[src/two_wire_port_consts.vh]
// Constants for the two-wire master/slave serial port
// Overview of operation
// - Port works in two-wire mode only while port_enable, control bit 5, is set.
// - Low four control bits select 7-bit slave, 10-bit slave or master.
// - Master clock rate is oscillator over four times baud value plus one; the code gives oscillator over two times baud value plus one.
// - Start and stop flags clear on reset and while the port is disabled.
// - Bus may be claimed after a stop, or when idle with both flags clear.
// - In master mode hardware itself drives clock and data line timing.
// - Interrupt flag sets on start, stop, repeated start, byte done, ack done.
// - Master reception starts when receive_enable, control-two bit 3, is set.
// - Receive enable set while not idle is ignored.
// - Each baud rollover toggles the clock line; those that raise it also shift in a data bit.
// - After eighth falling clock: enter hold, load buffer, set flags, hold clock low.
// - Buffer-full sets when a byte enters the buffer, clears on buffer read.
// - Setting ack_sequence_enable, control-two bit 4, sends an acknowledge bit.
// - Overflow sets when eight bits arrive while buffer-full is still set.
// - Buffer write during a shift sets write collision and is discarded.
// - Both line inputs always pass a spike filter, whatever the mode.
// - Slave supports 7-bit, 10-bit addressing and general call; in 10-bit mode the code matches only the prefix byte.
`ifndef TWO_WIRE_PORT_CONSTS_VH
`define TWO_WIRE_PORT_CONSTS_VH
`define CTL_ENABLE_BIT     5
`define CTL_MODE_MSB       3
`define CTL2_RCV_BIT       3
`define CTL2_ACK_BIT       4
`define MODE_SLAVE7        4'h6
`define MODE_SLAVE10       4'h7
`define MODE_MASTER        4'h8
`define OSC_DIV            4
`define FILTER_LEN         3
`define GENERAL_CALL_ADDR  8'h00
`define TEN_BIT_PREFIX     5'h1E
`endif

[src/two_wire_port_module.v]
// Two-wire serial port: master receive, slave addressing, bus condition tracking
`timescale 1ns/1ps
`include "two_wire_port_consts.vh"
module two_wire_port_module (
  input  wire       clk_sys_i,
  input  wire       rst_i,
  input  wire       clk_en_i,
  input  wire [7:0] port_control_reg_i,
  input  wire [7:0] port_control_reg_two_i,
  input  wire [7:0] address_baud_reg_i,
  input  wire [7:0] slave_addr_low_i,
  input  wire       buf_wr_i,
  input  wire [7:0] buf_wdata_i,
  input  wire       buf_rd_i,
  input  wire       ack_value_i,
  input  wire       flag_clear_i,
  input  wire       ovf_clear_i,
  input  wire       write_collision_flag_clear_i,
  input  wire       scl_i,
  input  wire       sda_i,
  output wire       scl_o,
  output wire       scl_oe_o,
  output wire       sda_o,
  output wire       sda_oe_o,
  output wire [7:0] rx_tx_buffer_o,
  output wire       buffer_full_flag_o,
  output wire       receive_overflow_flag_o,
  output wire       write_collision_flag_o,
  output wire       serial_irq_flag_o,
  output wire       start_seen_o,
  output wire       stop_seen_o,
  output wire       bus_free_o,
  output wire       idle_o,
  output wire       slave_match_o,
  output wire       general_call_o,
  output wire       rx_valid_o,
  output wire [7:0] rx_data_o,
  input  wire       rx_ready_i
);
  localparam [3:0] ST_IDLE = 4'h1;
  localparam [3:0] ST_RECV = 4'h2;
  localparam [3:0] ST_ACK  = 4'h4;
  localparam [3:0] ST_HOLD = 4'h8;

  wire       enable_w = port_control_reg_i[`CTL_ENABLE_BIT];
  wire [3:0] mode_w   = port_control_reg_i[`CTL_MODE_MSB:0];
  wire       master_w = enable_w && (mode_w == `MODE_MASTER);
  wire       slave_w  = enable_w && (mode_w == `MODE_SLAVE7 || mode_w == `MODE_SLAVE10);

  // Spike filter: a line level is accepted only after it holds steady for the filter length
  reg [`FILTER_LEN-1:0] scl_sh_reg;
  reg [`FILTER_LEN-1:0] sda_sh_reg;
  reg                   scl_f_reg;
  reg                   sda_f_reg;
  reg                   scl_q_reg;
  reg                   sda_q_reg;
  always @(posedge clk_sys_i or posedge rst_i)
    if (rst_i)
    begin
      scl_sh_reg <= {`FILTER_LEN{1'b1}};
      sda_sh_reg <= {`FILTER_LEN{1'b1}};
      scl_f_reg  <= 1'b1;
      sda_f_reg  <= 1'b1;
      scl_q_reg  <= 1'b1;
      sda_q_reg  <= 1'b1;
    end
    else if (clk_en_i)
    begin
      scl_sh_reg <= {scl_sh_reg[`FILTER_LEN-2:0], scl_i};
      sda_sh_reg <= {sda_sh_reg[`FILTER_LEN-2:0], sda_i};
      if (&scl_sh_reg || ~|scl_sh_reg)
        scl_f_reg <= scl_sh_reg[0];
      if (&sda_sh_reg || ~|sda_sh_reg)
        sda_f_reg <= sda_sh_reg[0];
      scl_q_reg  <= scl_f_reg;
      sda_q_reg  <= sda_f_reg;
    end

  // Conditions are judged on filtered levels, so a spike cannot fake a start or stop
  wire start_ev_w = scl_f_reg && scl_q_reg && sda_q_reg && !sda_f_reg;
  wire stop_ev_w  = scl_f_reg && scl_q_reg && !sda_q_reg && sda_f_reg;
  wire scl_rise_w = scl_f_reg && !scl_q_reg;

  // Start and stop tracking
  reg start_reg;
  reg stop_reg;
  reg busy_reg;
  always @(posedge clk_sys_i or posedge rst_i)
    if (rst_i)
    begin
      start_reg <= 1'b0;
      stop_reg  <= 1'b0;
      busy_reg  <= 1'b0;
    end
    else if (clk_en_i)
    begin
      if (!enable_w)
      begin
        start_reg <= 1'b0;
        stop_reg  <= 1'b0;
        busy_reg  <= 1'b0;
      end
      else if (start_ev_w)
      begin
        start_reg <= 1'b1;
        stop_reg  <= 1'b0;
        busy_reg  <= 1'b1;
      end
      else if (stop_ev_w)
      begin
        start_reg <= 1'b0;
        stop_reg  <= 1'b1;
        busy_reg  <= 1'b0;
      end
    end
  assign bus_free_o = enable_w && (stop_reg || (!start_reg && !stop_reg));

  // Master receive engine
  reg [3:0] state_reg;
  reg [7:0] baud_cnt_reg;
  reg [3:0] edge_cnt_reg;
  reg       scl_drv_reg;
  reg       sda_drv_reg;
  reg [7:0] shift_reg;
  reg [7:0] buffer_reg;
  reg       bf_reg;
  reg       ovf_reg;
  reg       write_collision_flag_reg;
  reg       irq_reg;
  reg       byte_done_reg;
  reg       ack_done_reg;

  wire idle_w    = (state_reg == ST_IDLE) || (state_reg == ST_HOLD);
  wire rcv_req_w = port_control_reg_two_i[`CTL2_RCV_BIT];
  wire ack_req_w = port_control_reg_two_i[`CTL2_ACK_BIT];
  wire rollover_w = (baud_cnt_reg == 8'h00);
  reg  rcv_q_reg;
  reg  ack_q_reg;
  wire rcv_go_w = rcv_req_w && !rcv_q_reg && master_w && idle_w;
  wire ack_go_w = ack_req_w && !ack_q_reg && master_w && idle_w;

  // Slave address match; 10-bit mode checks the prefix byte of the high address bits
  reg [7:0] slv_shift_reg;
  reg [3:0] slv_cnt_reg;
  reg       slv_first_reg;
  reg       match_reg;
  reg       gcall_reg;
  wire      slv_byte_w = slave_w && scl_rise_w && (slv_cnt_reg == 4'h7) && slv_first_reg;
  wire [7:0] slv_byte_v = {slv_shift_reg[6:0], sda_f_reg};

  // Address byte that earns an interrupt: own address in the selected width, or general call
  wire addr7_hit_w  = (slv_byte_v[7:1] == slave_addr_low_i[7:1]);
  wire addr10_hit_w = (slv_byte_v[7:3] == `TEN_BIT_PREFIX) &&
                      (slv_byte_v[2:1] == slave_addr_low_i[2:1]);
  wire gcall_hit_w  = (slv_byte_v == `GENERAL_CALL_ADDR);
  wire own_hit_w    = (mode_w == `MODE_SLAVE10) ? addr10_hit_w : addr7_hit_w;

  // Byte is complete at the eighth falling clock; the line then stays low until the next command
  wire rx_load_w = (state_reg == ST_RECV) && rollover_w && scl_drv_reg &&
                   (edge_cnt_reg == 4'hF);

  // Two-entry buffer toward the data receiver
  reg [7:0] fifo_mem [0:1];
  reg       wr_ptr_reg;
  reg       rd_ptr_reg;
  reg [1:0] count_reg;
  // A full stream drops the new byte; the receiver must keep up or lose it
  wire fifo_push_w = rx_load_w && (count_reg != 2'h2);
  wire fifo_pop_w  = rx_ready_i && (count_reg != 2'h0);

  always @(posedge clk_sys_i or posedge rst_i)
    if (rst_i)
    begin
      state_reg     <= ST_IDLE;
      baud_cnt_reg  <= 8'h00;
      edge_cnt_reg  <= 4'h0;
      scl_drv_reg   <= 1'b1;
      sda_drv_reg   <= 1'b1;
      shift_reg     <= 8'h00;
      buffer_reg    <= 8'h00;
      bf_reg        <= 1'b0;
      ovf_reg       <= 1'b0;
      write_collision_flag_reg      <= 1'b0;
      irq_reg       <= 1'b0;
      rcv_q_reg     <= 1'b0;
      ack_q_reg     <= 1'b0;
      byte_done_reg <= 1'b0;
      ack_done_reg  <= 1'b0;
      slv_shift_reg <= 8'h00;
      slv_cnt_reg   <= 4'h0;
      slv_first_reg <= 1'b0;
      match_reg     <= 1'b0;
      gcall_reg     <= 1'b0;
      wr_ptr_reg    <= 1'b0;
      rd_ptr_reg    <= 1'b0;
      count_reg     <= 2'h0;
      fifo_mem[0]   <= 8'h00;
      fifo_mem[1]   <= 8'h00;
    end
    else if (clk_en_i)
    begin
      rcv_q_reg     <= rcv_req_w;
      ack_q_reg     <= ack_req_w;
      byte_done_reg <= 1'b0;
      ack_done_reg  <= 1'b0;
      if (!master_w)
      begin
        state_reg   <= ST_IDLE;
        scl_drv_reg <= 1'b1;
        sda_drv_reg <= 1'b1;
      end
      else
        case (state_reg)
          ST_IDLE, ST_HOLD:
          begin
            if (rcv_go_w)
            begin
              state_reg    <= ST_RECV;
              baud_cnt_reg <= address_baud_reg_i;
              edge_cnt_reg <= 4'h0;
              // Clock goes low first, so every byte starts in the same phase after idle or hold
              scl_drv_reg  <= 1'b0;
              sda_drv_reg  <= 1'b1;
            end
            else if (ack_go_w)
            begin
              state_reg    <= ST_ACK;
              baud_cnt_reg <= address_baud_reg_i;
              edge_cnt_reg <= 4'h0;
              sda_drv_reg  <= ack_value_i;
            end
          end
          ST_RECV:
          begin
            if (!rollover_w)
              baud_cnt_reg <= baud_cnt_reg - 8'h01;
            else
            begin
              baud_cnt_reg <= address_baud_reg_i;
              scl_drv_reg  <= ~scl_drv_reg;
              edge_cnt_reg <= edge_cnt_reg + 4'h1;
              if (!scl_drv_reg)
                shift_reg <= {shift_reg[6:0], sda_f_reg};
              if (rx_load_w)
              begin
                state_reg      <= ST_HOLD;
                byte_done_reg  <= 1'b1;
                if (bf_reg)
                  ovf_reg <= 1'b1;
                else
                  buffer_reg <= shift_reg;
                bf_reg <= 1'b1;
              end
            end
          end
          ST_ACK:
          begin
            if (!rollover_w)
              baud_cnt_reg <= baud_cnt_reg - 8'h01;
            else
            begin
              baud_cnt_reg <= address_baud_reg_i;
              scl_drv_reg  <= ~scl_drv_reg;
              edge_cnt_reg <= edge_cnt_reg + 4'h1;
              if (edge_cnt_reg == 4'h1)
              begin
                state_reg    <= ST_HOLD;
                ack_done_reg <= 1'b1;
                // Data line freed with the falling clock, so the slave may set its next bit
                sda_drv_reg  <= 1'b1;
              end
            end
          end
          default:
            state_reg <= ST_IDLE;
        endcase
      // Buffer read clears full; a new byte loading in the same cycle still wins
      if (buf_rd_i && !rx_load_w)
        bf_reg <= 1'b0;
      // A collision sets the flag even when its clear arrives in the same cycle
      if (buf_wr_i && (state_reg == ST_RECV))
        write_collision_flag_reg <= 1'b1;
      else if (write_collision_flag_clear_i)
        write_collision_flag_reg <= 1'b0;
      if (buf_wr_i && (state_reg != ST_RECV))
        buffer_reg <= buf_wdata_i;
      if (ovf_clear_i && !(rx_load_w && bf_reg))
        ovf_reg <= 1'b0;
      if (start_ev_w || stop_ev_w || byte_done_reg || ack_done_reg ||
          (slv_byte_w && (own_hit_w || gcall_hit_w)))
        irq_reg <= 1'b1;
      else if (flag_clear_i)
        irq_reg <= 1'b0;
      // Slave address capture
      if (!slave_w || start_ev_w)
      begin
        slv_cnt_reg   <= 4'h0;
        slv_first_reg <= start_ev_w;
        match_reg     <= 1'b0;
        gcall_reg     <= 1'b0;
      end
      else if (scl_rise_w && slv_first_reg)
      begin
        slv_shift_reg <= slv_byte_v;
        slv_cnt_reg   <= slv_cnt_reg + 4'h1;
        if (slv_byte_w)
        begin
          slv_first_reg <= 1'b0;
          gcall_reg     <= (slv_byte_v == `GENERAL_CALL_ADDR);
          if (mode_w == `MODE_SLAVE10)
            match_reg <= (slv_byte_v[7:3] == `TEN_BIT_PREFIX) &&
                         (slv_byte_v[2:1] == slave_addr_low_i[2:1]);
          else
            match_reg <= (slv_byte_v[7:1] == slave_addr_low_i[7:1]);
        end
      end
      if (fifo_push_w)
      begin
        fifo_mem[wr_ptr_reg] <= shift_reg;
        wr_ptr_reg <= ~wr_ptr_reg;
      end
      if (fifo_pop_w)
        rd_ptr_reg <= ~rd_ptr_reg;
      count_reg <= count_reg + {1'b0, fifo_push_w} - {1'b0, fifo_pop_w};
    end

  assign scl_o   = 1'b0;
  assign sda_o   = 1'b0;
  assign scl_oe_o = master_w && !scl_drv_reg;
  assign sda_oe_o = master_w && !sda_drv_reg;
  assign rx_tx_buffer_o          = buffer_reg;
  assign buffer_full_flag_o      = bf_reg;
  assign receive_overflow_flag_o = ovf_reg;
  assign write_collision_flag_o  = write_collision_flag_reg;
  assign serial_irq_flag_o       = irq_reg;
  assign start_seen_o            = start_reg;
  assign stop_seen_o             = stop_reg;
  assign idle_o                  = idle_w && !busy_reg;
  assign slave_match_o           = match_reg;
  assign general_call_o          = gcall_reg;
  assign rx_valid_o              = (count_reg != 2'h0);
  assign rx_data_o               = fifo_mem[rd_ptr_reg];
endmodule

[config.mk]
export PLATFORM = sky130hd
export DESIGN_NAME = two_wire_port_module
export DESIGN_NICKNAME = d
export VERILOG_FILES = /design/src/two_wire_port_module.v
export VERILOG_INCLUDE_DIRS = /design/src /design/src/src
export SDC_FILE = /design/constraint.sdc
export NUM_CORES = 1
export LEC_CHECK = 0
export ABC_AREA = 1
export BUFFER_PORTS_ARGS = -buffer_cell sky130_fd_sc_hd__buf_4
export CAP_MARGIN = 20
export CORE_AREA = 2 2 94 119
export DETAILED_ROUTE_END_ITERATION = 16
export DIE_AREA = 0 0 96 121
export PLACE_DENSITY = 0.66
export SLEW_MARGIN = 20
export SYNTH_ARGS = -nofsm -noshare
export SYNTH_HDL_FRONTEND = slang
export SYNTH_SLANG_ARGS = --single-unit
[constraint.sdc]
create_clock -name clk_sys_i -period 5.1 [get_ports clk_sys_i]
set_input_delay 1.02 -clock clk_sys_i [delete_from_list [all_inputs] [get_ports clk_sys_i]]
set_output_delay 1.02 -clock clk_sys_i [all_outputs]
set_load 0.005 [all_outputs]
==> results of run 1 <==
==> stage by stage <==
stage / total power [mW] / setup slack [ns] / area [sq um] / hold WS (ns)
floorplan: 0.991 / 1.82 / 4630 / 0.436
global placement: 1.09 / 2.06 / 5250 / 0.449
detailed placement: 1.10 / 2.05 / 5250 / 0.455
CTS: 1.73 / 2.19 / 5540 / 0.472
global route: 1.80 / 2.16 / 5540 / 0.495
finish: 1.72 / 2.20 / 5540 / 0.467
==> cell type report <==
type                       count  area (sq um)  area share [%]
timing repair buffer          71           533            9.63
sequential                    88          2220            40.1
clock inverter                 6          48.8           0.882
clock buffer                  10           239            4.32
tap                          132           165            2.98
inverter                      62           234            4.23
multi-input combinational    435          2100            37.9
==> per-layer routing <==
metal	part of all wire, %	track usage, %	up-vias
li1	-	-	2061
met1	44	24.7	1897
met2	51	32.3	78
met3	3.1	2.17	12
met4	1.4	7.41	0
met5	0	0	-
==> power breakdown <==
part	switching [mW]	internal, mW	leakage, nW
combinational	0.135	0.115	1.66
clock	0.288	0.349	0.132
sequential	0.0579	0.773	1.10
==> path summary, 6_finish.rpt <==
check	startpoint	to	cells after the start
setup / recovery	port_control_reg_i[1]	sda_oe_o	7
hold / removal	fifo_mem[8]	fifo_mem[8]	2
setup reg to reg	baud_cnt_reg[0]	count_reg[1]	12
hold reg to reg	fifo_mem[8]	fifo_mem[8]	2
max in group asynchronous	rst_i	state_reg[0]	3
min in group asynchronous	rst_i	serial_irq_flag_o	2
==> synthesized netlist by cell type (8+ instances only) <==
cell type	number
nand2_1	195
clkbuf_1	9
inv_1	59
dfstp_2	13
nand4_1	11
mux2_2	8
nand3_1	60
a21oi_1	20
dfrtp_1	75
nor2_1	48
o21ai_0	35
xnor2_1	9
==> critical path, cell delays in order <==
cell and delay, ns:
buf_4 0.12, inv_1 0.04, nand2_1 0.07, nor2_1 0.22
nand2_1 0.15, nor2_1 0.14, buf_4 0.13
==> kinds of logic (layout without fill, tap and decap cells) <==
kind of cell / count (synthesis) / count (layout) / synth area share, %
muxes: 8 / 8 / 1.95
and+or+nand+nor: 336 / 336 / 30.9
adders and majority gates: 6 / 6 / 1.62
DFF: 88 / 88 / 47.9
xor gates and xnor gates: 15 / 15 / 2.84
AOI/OAI and AO/OA: 68 / 68 / 7.78
other: 1 / 2 / 0.0810
buffers and inverters: 79 / 149 / 6.86
==> metrics.txt, run 1 <==
Unique masters post-synth=35; P per Cell Area=a little over 300 nW/um^2; Die Y=around 120 microns; clk_skew=between 0.005 and 0.006 ns; core footprint=around 10,000 sq um; gpl congestion=0.845; Cells after Synth=between 600 and 700; fin crit share=56.9%; area grow syn2layout=19.6%; Lkg Pwr=around 2.9 nW; Clock Sinks=between 80 and 90; outcome=finished, final reports clean; clock latency on the worst-skew pair=0.34 ns; total I/O pin count=83; All-Layer GR Usage=19.1%; Critical Path Fanout Max=3; largest net degree at the start of global routing=between 40 and 50; Arr. time, crit path=between 1.5 and 2 ns; R2R setup slack=roughly 2.4 ns; WL/cell=12.8 microns; Hold Vio Cnt, Final=0; worst vdd ir=roughly 0.17 mV; ANT cells=0; share of the synthesized area in the top cell type=between 40% and 50%; Rel. slew slack=~44%; sequential share of the synthesized area=around 48%; total grt overflow=0; post-cts resize count=0; die area=about 12,000 sq um; max-cap violations=0; Area contributors post-synth=dfrtp_1, nand2_1, dfstp_2, nand3_1, inv_1; crit start category=input port; vias in the first global route=between 3,000 and 4,000; first-pass GRT wire length=approximately 18 mm; CTS tree=done; Post-synth EDFFs=0; # placed instances=between 700 and 800; Nets=just over 700; Synth area leader=dfrtp_1; Total Neg Setup Slack=0 ns; CTS Hold Bufs=0; max reg flops=16; Starting Density=between 40 and 50%; drt first pass iters=4; Ys Warns=0; Max clock buf depth=2; most frequent cells in the layout=nand2_1, dfrtp_1, buf_4, nand3_1, inv_1; Num CTS Buffers=9; Max Transition Viols Final=0; maximum clock frequency=~0.34 GHz; dpl hpwl=7.49 mm; share of cells above drive strength 1=18.9%; Port Buffer Count=70; htree depth=3; Clock transition at path regs=about 0.06 ns; commonest non-fill, non-tap cell in the layout=nand2_1; Routed WL=slightly above 10 mm; clk root buf=clkbuf_16; asr flop ratio synth=100%; vias per cell=approximately 5; num rows=42; Via Count=approximately 4,000; starting DRC count in detailed routing=between 150 and 200; post-synthesis cell area=approximately 4600 sq um; ANT nets after route=0; initial antenna violation count=0; ys flop type=dfrtp_1; Worst Setup End Kind=output port; die width=roughly 96 microns; Final Critical Period=~2.9 ns; worst-margin pin slew=0.832 ns; Setup CP Type=input port to output port; syn avg cell area=7.70 sq um; Final setup viols=0; RSZ-0062 raised after global routing=no; Hold Crit Class=flop to flop; final core occ=52.9%; final std cells w/o fill=804; postcts setup bufs=0; Yosys reg bits=between 80 and 90; CP required=4.08 ns; Filler Cells Inserted=approximately 1,000; Largest Register=fifo_mem; DRC viols=0
No activity file was read; power rests on OpenSTA's default activity.
==> run 2, diff against run 1 <==
--- a/config.mk
+++ b/config.mk
@@ -12,7 +12,7 @@
 export CORE_AREA = 2 2 94 119
 export DETAILED_ROUTE_END_ITERATION = 16
 export DIE_AREA = 0 0 96 121
-export PLACE_DENSITY = 0.66
+export PLACE_DENSITY = 0.68
 export SLEW_MARGIN = 20
 export SYNTH_ARGS = -nofsm -noshare
 export SYNTH_HDL_FRONTEND = slang
==> constraint.sdc (replaced) <==
create_clock -name clk_sys_i -period 2.55 [get_ports clk_sys_i]
set_input_delay 0.51 -clock clk_sys_i [delete_from_list [all_inputs] [get_ports clk_sys_i]]
set_output_delay 0.51 -clock clk_sys_i [all_outputs]
set_load 0.005 [all_outputs]
==> run 2 against run 1 <==
Net effect: register-to-register slack worse by 2.2 ns; sequential share of layout area down 0.87 points; non-clock buffer count up 9; total power up 110%; die area unchanged; clock power up 130%; worst hold slack worse by 0.18 ns; sequential power up 100%; core utilization up 1.2 points; critical endpoint is now count_reg[1]; largest cell class unchanged; highest routed layer unchanged.
==> metrics.txt, run 2 (synthesis results as in run 1) <==
Clock Sinks=88 (unchanged); most frequent cells in the layout=nand2_1, buf_4, dfrtp_1, nand3_1, inv_1 (was nand2_1, dfrtp_1, buf_4, nand3_1, inv_1); critical-path cell with the highest stage delay=dfrtp_1 (was nor2_1); die width=96 microns (unchanged); Clock transition at path regs=0.07 ns (was 0.06 ns); Worst Setup End Kind=flop (was output port); worst path bufs/invs=2 (was 3); max-cap violations=0 (unchanged); clk root buf=clkbuf_16 (unchanged); most used cell, CP=ha_1; Num CTS Buffers=9 (unchanged); worst vdd ir=0.357 mV (was 0.174 mV); Finished Cell Area=5660 sq um (was 5540 sq um); Max Transition Viols Final=0 (unchanged); CTS Hold Bufs=0 (unchanged); final std cells w/o fill=813 (was 804); max reg flops=16 (unchanged); Final Critical Period=between 2 and 2.5 ns; total I/O pin count=83 (unchanged); htree depth=3 (unchanged); worst reg2reg endpoint=count_reg[1] (unchanged); crit-path max cell delay=0.38 ns (was 0.22 ns); Hold Vio Cnt, Final=0 (unchanged); Via Count=4,120 (was 4,048); starting DRC count in detailed routing=233 (was 190); # placed instances=797 (was 788); top cell family by delay on the critical path=simple AND/OR/NAND/NOR gates (unchanged); Lkg Pwr=2.97 nW (was 2.90 nW); Reg2Reg Depth=12 (unchanged); Starting Density=44.3% (unchanged); first-pass GRT wire length=17.8 mm (was 17.6 mm); Setup CP Type=flop to flop (was input port to output port); Net Sw Power=0.967 mW (was 0.481 mW); Critical Path Fanout Max=3 (unchanged); Routed WL=10.6 mm (was 10.3 mm); Max clock buf depth=2 (unchanged); maximum clock frequency=about 0.42 GHz; area grow syn2layout=22.2% (was 19.6%); initial antenna violation count=0 (unchanged); Nets=734 (was 725); CTS tree=done (unchanged); worst r2r src=baud_cnt_reg[0] (unchanged); crit start category=flop (was input port); CP required=2.77 ns (was 4.08 ns); P per Cell Area=639 nW/um^2 (was 310 nW/um^2); switching share of total power=26.7% (was 28.0%); Port Buffer Count=70 (unchanged); Final setup viols=0 (unchanged); Arr. time, crit path=2.58 ns (was 1.88 ns); Placed Area=5330 sq um (was 5250 sq um); Comb power frac=14.2% (was 14.5%); Largest Register=fifo_mem (unchanged); Hold Crit Class=input port to asynchronous set/reset pin (was flop to flop); ANT nets after route=0 (unchanged); worst path cell trace=inv_1 -> ha_1 -> nand3_1 -> nor2_2 -> nand3_2 -> or2_2 -> ha_1 -> inv_1 -> ha_1 -> a21oi_1 -> o21ai_0 -> xor2_1 (was buf_4 -> inv_1 -> nand2_1 -> nor2_1 -> nand2_1 -> nor2_1 -> buf_4); WL/cell=13.0 microns (was 12.8 microns); outcome=finished, final reports clean (unchanged); drt first pass iters=5 (was 4); All-Layer GR Usage=19.5% (was 19.1%); clk_skew=0.00599 ns (was 0.00581 ns); postcts setup bufs=0 (unchanged); post-cts resize count=0 (unchanged); fin crit share=roughly 93%; gpl congestion=0.849 (was 0.845); total grt overflow=0 (unchanged); dpl hpwl=7.78 mm (was 7.49 mm); largest net degree at the start of global routing=89 (was 49); vias in the first global route=3,872 (was 3,851); Pwr Total=3.62 mW (was 1.72 mW); clock latency on the worst-skew pair=0.34 ns (about the same); R2R setup slack=0.19 ns (was 2.40 ns); sequential share of power=46.0% (was 48.4%); share of cells above drive strength 1=20.0% (was 18.9%); commonest non-fill, non-tap cell in the layout=nand2_1 (unchanged); Die Y=121 microns (unchanged); Total Neg Setup Slack=0 ns (unchanged); DRC viols=0 (unchanged); RSZ-0062 raised after global routing=no (unchanged); die area=11,600 sq um (unchanged); num rows=42 (unchanged); ANT cells=0 (unchanged); Power Internal=2.65 mW (was 1.24 mW); vias per cell=5.07 (was 5.03); clock network power share=39.8% (was 37.1%); core footprint=10,500 sq um (unchanged)
run 2: power by group through the flow:
stage	registers, mW	clock network [mW]	logic, mW
after CTS	1.67	1.47	0.520
after detailed placement	1.69	0	0.517
after global placement	1.68	0	0.504
final	1.66	1.44	0.512
after global routing	1.68	1.54	0.589
after floorplan	1.64	0	0.343
run 2: metal layers:
| metal | GRT usage [%] | share of wire, % |
|---|---|---|
| met1 | 24.9 | 43 |
| met2 | 31.6 | 50 |
| met3 | 3.11 | 3.0 |
| met4 | 9.64 | 3.1 |
| met5 | 0 | 0 |
run 2: layout make-up:
class	instances	area (sq um)
Multi-Input combinational cell	435	2100
Timing Repair Buffer	80	613
Clock buffer	9	225
Fill cell	992	4800
Clock inverter	7	103
Inverter	62	236
Sequential cell	88	2220
Tap cell	132	165
run 2: worst max path at each step:
stage	startpoint	to	slack, ns	cells after the start
3_5_place_dp	baud_cnt_reg[0]	count_reg[1]	0.21	12
2_1_floorplan	baud_cnt_reg[0]	count_reg[1]	0.20	12
3_3_place_gp	baud_cnt_reg[0]	count_reg[1]	0.25	12
5_1_grt	baud_cnt_reg[0]	count_reg[1]	0.01	12
4_1_cts	baud_cnt_reg[0]	count_reg[1]	0.20	12
6_report	baud_cnt_reg[0]	count_reg[1]	0.19	12
run 2: per-stage QoR:
step	utilization, %	hold slack (ns)	setup WS [ns]
4_1_cts	54.1	0.322	0.196
2_1_floorplan	-	0.436	0.199
3_3_place_gp	51.0	0.449	0.248
5_1_grt	54.1	0.328	0.00955
3_5_place_dp	51.0	0.458	0.205
6_report	54.1	0.287	0.189
run 2: worst min-delay path, stage by stage:
cell        delay (ns)
buf_4             0.12
clkinvlp_4        0.07
buf_12            0.36
==> run 3, diff against run 2 <==
--- a/config.mk
+++ b/config.mk
@@ -6,7 +6,7 @@
 export SDC_FILE = /design/constraint.sdc
 export NUM_CORES = 1
 export LEC_CHECK = 0
-export ABC_AREA = 1
+export ABC_AREA = 0
 export BUFFER_PORTS_ARGS = -buffer_cell sky130_fd_sc_hd__buf_4
 export CAP_MARGIN = 20
 export CORE_AREA = 2 2 94 119
==> run 3 against run 2 <==
Net effect: clock power barely moved; sequential power is essentially flat; via count down 11%; die area did not move; first-iteration DRC count decreased by 34%; critical endpoint unchanged.
==> metrics.txt, run 3 <==
final core occ=55.2% (was 54.1%); PnR worst setup slack=0.120 ns (was 0.189 ns); Lkg Pwr=2.67 nW (was 2.97 nW); P per Cell Area=634 nW/um^2 (was 639 nW/um^2); Unique masters post-synth=71 (was 35); CTS tree=done (unchanged); core footprint=10,500 sq um (unchanged); num rows=42 (unchanged); starting DRC count in detailed routing=154 (was 233); Area contributors post-synth=dfrtp_1, mux2_2, dfstp_2, nand2_1, o21ai_0 (was dfrtp_1, nand2_1, dfstp_2, nand3_1, inv_1); drt first pass iters=4 (was 5); Starting Density=44.0% (was 44.3%); asr flop ratio synth=100% (unchanged); RSZ-0062 raised after global routing=no (unchanged); Final setup viols=0 (unchanged); Worst Setup End Kind=flop (unchanged); die width=96 microns (unchanged); htree depth=3 (unchanged); Yosys reg bits=88 (unchanged); Post-synth EDFFs=0 (unchanged); Synth area leader=dfrtp_1 (unchanged); worst-margin pin slew=roughly 0.63 ns; Multi-input gate area=2250 sq um (was 2100 sq um); Max Transition Viols Final=0 (unchanged); initial antenna violation count=0 (unchanged); All-Layer GR Usage=19.3% (was 19.5%); start point of the critical path=baud_cnt_reg[1] (was baud_cnt_reg[0]); Post-synth top cells=dfrtp_1, nand2_1, mux2_2, o21ai_0, nor2_1 (was nand2_1, dfrtp_1, nand3_1, inv_1, nor2_1); Hold Vio Cnt, Final=0 (unchanged); ANT nets after route=0 (unchanged); clk root buf=clkbuf_16 (unchanged); share of the synthesized area in the top cell type=40.8% (was 40.5%); Num CTS Buffers=9 (unchanged); Hold Crit Class=input port to asynchronous set/reset pin (unchanged); CP endpoint=count_reg[1] (unchanged); Port Buffer Count=70 (unchanged); Reg2Reg Depth=12 (unchanged); clk_skew=0.00543 ns (was 0.00599 ns); Clock transition at path regs=0.06 ns (was 0.07 ns); most frequent cells in the layout=buf_4, dfrtp_1, nand2_1, mux2_2, o21ai_0 (was nand2_1, buf_4, dfrtp_1, nand3_1, inv_1); crit start category=flop (unchanged); largest net degree at the start of global routing=89 (unchanged); Net Sw Power=0.947 mW (was 0.967 mW); WHS=0.287 ns (about the same); syn avg cell area=10.6 sq um (was 7.70 sq um); Ys Warns=0 (unchanged); WL/cell=16.2 microns (was 13.0 microns); Pwr Total=3.66 mW (was 3.62 mW); gpl congestion=0.820 (was 0.849); vias in the first global route=3,568 (was 3,872); max reg flops=16 (unchanged); CTS Hold Bufs=0 (unchanged); outcome=finished, final reports clean (unchanged); ANT cells=0 (unchanged); DRC viols=0 (unchanged); Final Critical Period=2.43 ns (was 2.36 ns); sequential share of the synthesized area=48.2% (was 47.9%); Max clock buf depth=2 (unchanged); Reg area=2220 sq um (unchanged); total grt overflow=0 (unchanged); maximum clock frequency=0.412 GHz (was 0.424 GHz); worst vdd ir=0.354 mV (was 0.357 mV); Via Count=3,671 (was 4,120); Clock Sinks=88 (unchanged); share of cells above drive strength 1=38.3% (was 20.0%); vias per cell=5.55 (was 5.07); first-pass GRT wire length=17.4 mm (was 17.8 mm); sequential share of power=44.7% (was 46.0%); R2R setup slack=0.12 ns (was 0.19 ns); ys flop type=dfrtp_1 (unchanged); post-synthesis cell area=4600 sq um (was 4630 sq um); Routed WL=10.7 mm (was 10.6 mm); dpl hpwl=7.79 mm (was 7.78 mm); most frequent cell after synthesis=dfrtp_1 (was nand2_1); clock network power share=39.0% (was 39.8%); Total Neg Setup Slack=0 ns (unchanged); Largest Register=fifo_mem (unchanged); fin crit share=95.3% (was 92.6%); max-cap violations=0 (unchanged); Rel. slew slack=58.0%; commonest non-fill, non-tap cell in the layout=buf_4 (was nand2_1); die area=11,600 sq um (unchanged); total I/O pin count=83 (unchanged); worst reg2reg endpoint=count_reg[1] (unchanged); Nets=583 (was 734); Die Y=121 microns (unchanged); clock latency on the worst-skew pair=0.35 ns (was 0.34 ns); Power Internal=2.71 mW (was 2.65 mW); Critical Path Fanout Max=2 (was 3); Arr. time, crit path=2.66 ns (was 2.58 ns); CP required=2.78 ns (was 2.77 ns); switching share of total power=25.9% (was 26.7%); area grow syn2layout=25.5% (was 22.2%); Comb power frac=16.3% (was 14.2%); Setup CP Type=flop to flop (unchanged); worst r2r src=baud_cnt_reg[1] (was baud_cnt_reg[0]); dpl ws=0.0116 ns (was 0.205 ns); Cells after Synth=433 (was 601); Filler Cells Inserted=908 (was 992)
==> run 3: cell count changes after synthesis, sizes merged, moves of 5 or more <==
cell	change
a21oi	-5
inv	-48
mux2	+36
nand2	-148
nand3	-54
nand4	-8
nor2	-23
nor3	+6
nor4	+8
o21ai	-11
o221a	+8
or2b	+9
==> run 3: metal layers <==
layer / track usage (%) / share of wire (%) / vias up
met1: 25.9 / 45 / 1808
met2: 31.5 / 49 / 104
met4: 4.46 / 0.96 / 0
met5: 0 / 0 / -
met3: 4.78 / 5.0 / 12
li1: - / - / 1747
==> run 3: how the worst min path moves through the flow <==
| stage | from | to | slack [ns] | cells past startpoint |
|---|---|---|---|---|
| final | rst_i | baud_cnt_reg[2] | 0.29 | 3 |
| after floorplan | slv_first_reg | slv_first_reg | 0.44 | 2 |
| after global placement | slv_first_reg | slv_first_reg | 0.46 | 2 |
| after CTS | rst_i | rx_tx_buffer_o[3] | 0.32 | 3 |
| after detailed placement | fifo_mem[15] | fifo_mem[15] | 0.47 | 1 |
| after global routing | rst_i | edge_cnt_reg[2] | 0.34 | 3 |
==> run 3: logic make-up (layout without fill, tap and decap cells) <==
| kind of cell | Yosys count | in the layout | share of synthesized area (%) |
|---|---|---|---|
| adder cells (fa/ha/maj) | 6 | 6 | 1.63 |
| flip-flops | 88 | 88 | 48.2 |
| XOR/XNOR | 13 | 13 | 2.48 |
| buffers and inverters | 34 | 130 | 4.14 |
| multiplexers | 44 | 44 | 10.8 |
| other | 1 | 2 | 0.0815 |
| AND/OR/NAND/NOR | 161 | 161 | 20.1 |
| AO/OA/AOI/OAI | 86 | 86 | 12.6 |
==> run 3: layout make-up <==
cell class                 count  area share (%)
timing repair buffer         101            13.3
inverter                      13           0.910
clock inverter                 6            1.58
clock buffer                  10            3.97
tap                          132            2.86
multi-input combinational    312            38.9
sequential                    88            38.4
==> run 3: worst max-delay path: stages (launching register included) <==
cell and delay, ns:
dfrtp_1 0.39, inv_2 0.08, ha_4 0.12, or3b_4 0.39, nor3_4 0.23, nand2_2 0.09, or2_4 0.25, ha_4 0.26
inv_2 0.04, ha_4 0.15, xor2_2 0.11, nand2_1 0.07, xnor2_1 0.13
==> run 3: power groups by stage <==
stage / logic, mW / registers [mW] / clock network [mW]
CTS: 0.583 / 1.64 / 1.45
floorplan: 0.381 / 1.61 / 0
detailed placement: 0.582 / 1.66 / 0
finish: 0.596 / 1.64 / 1.43
global placement: 0.566 / 1.65 / 0
global route: 0.663 / 1.65 / 1.52
==> run 3: metrics by stage <==
stage | cells | area, sq um
floorplan | 434 | 4640
global placement | 643 | 5410
detailed placement | 643 | 5410
CTS | 659 | 5730
global route | 662 | 5770
finish | 662 | 5770
==> run 3: timing repair <==
action | CTS | global route
gates resized for setup | 0 | 5
setup endpoints to repair | 0 | 2
setup buffers | 0 | 3
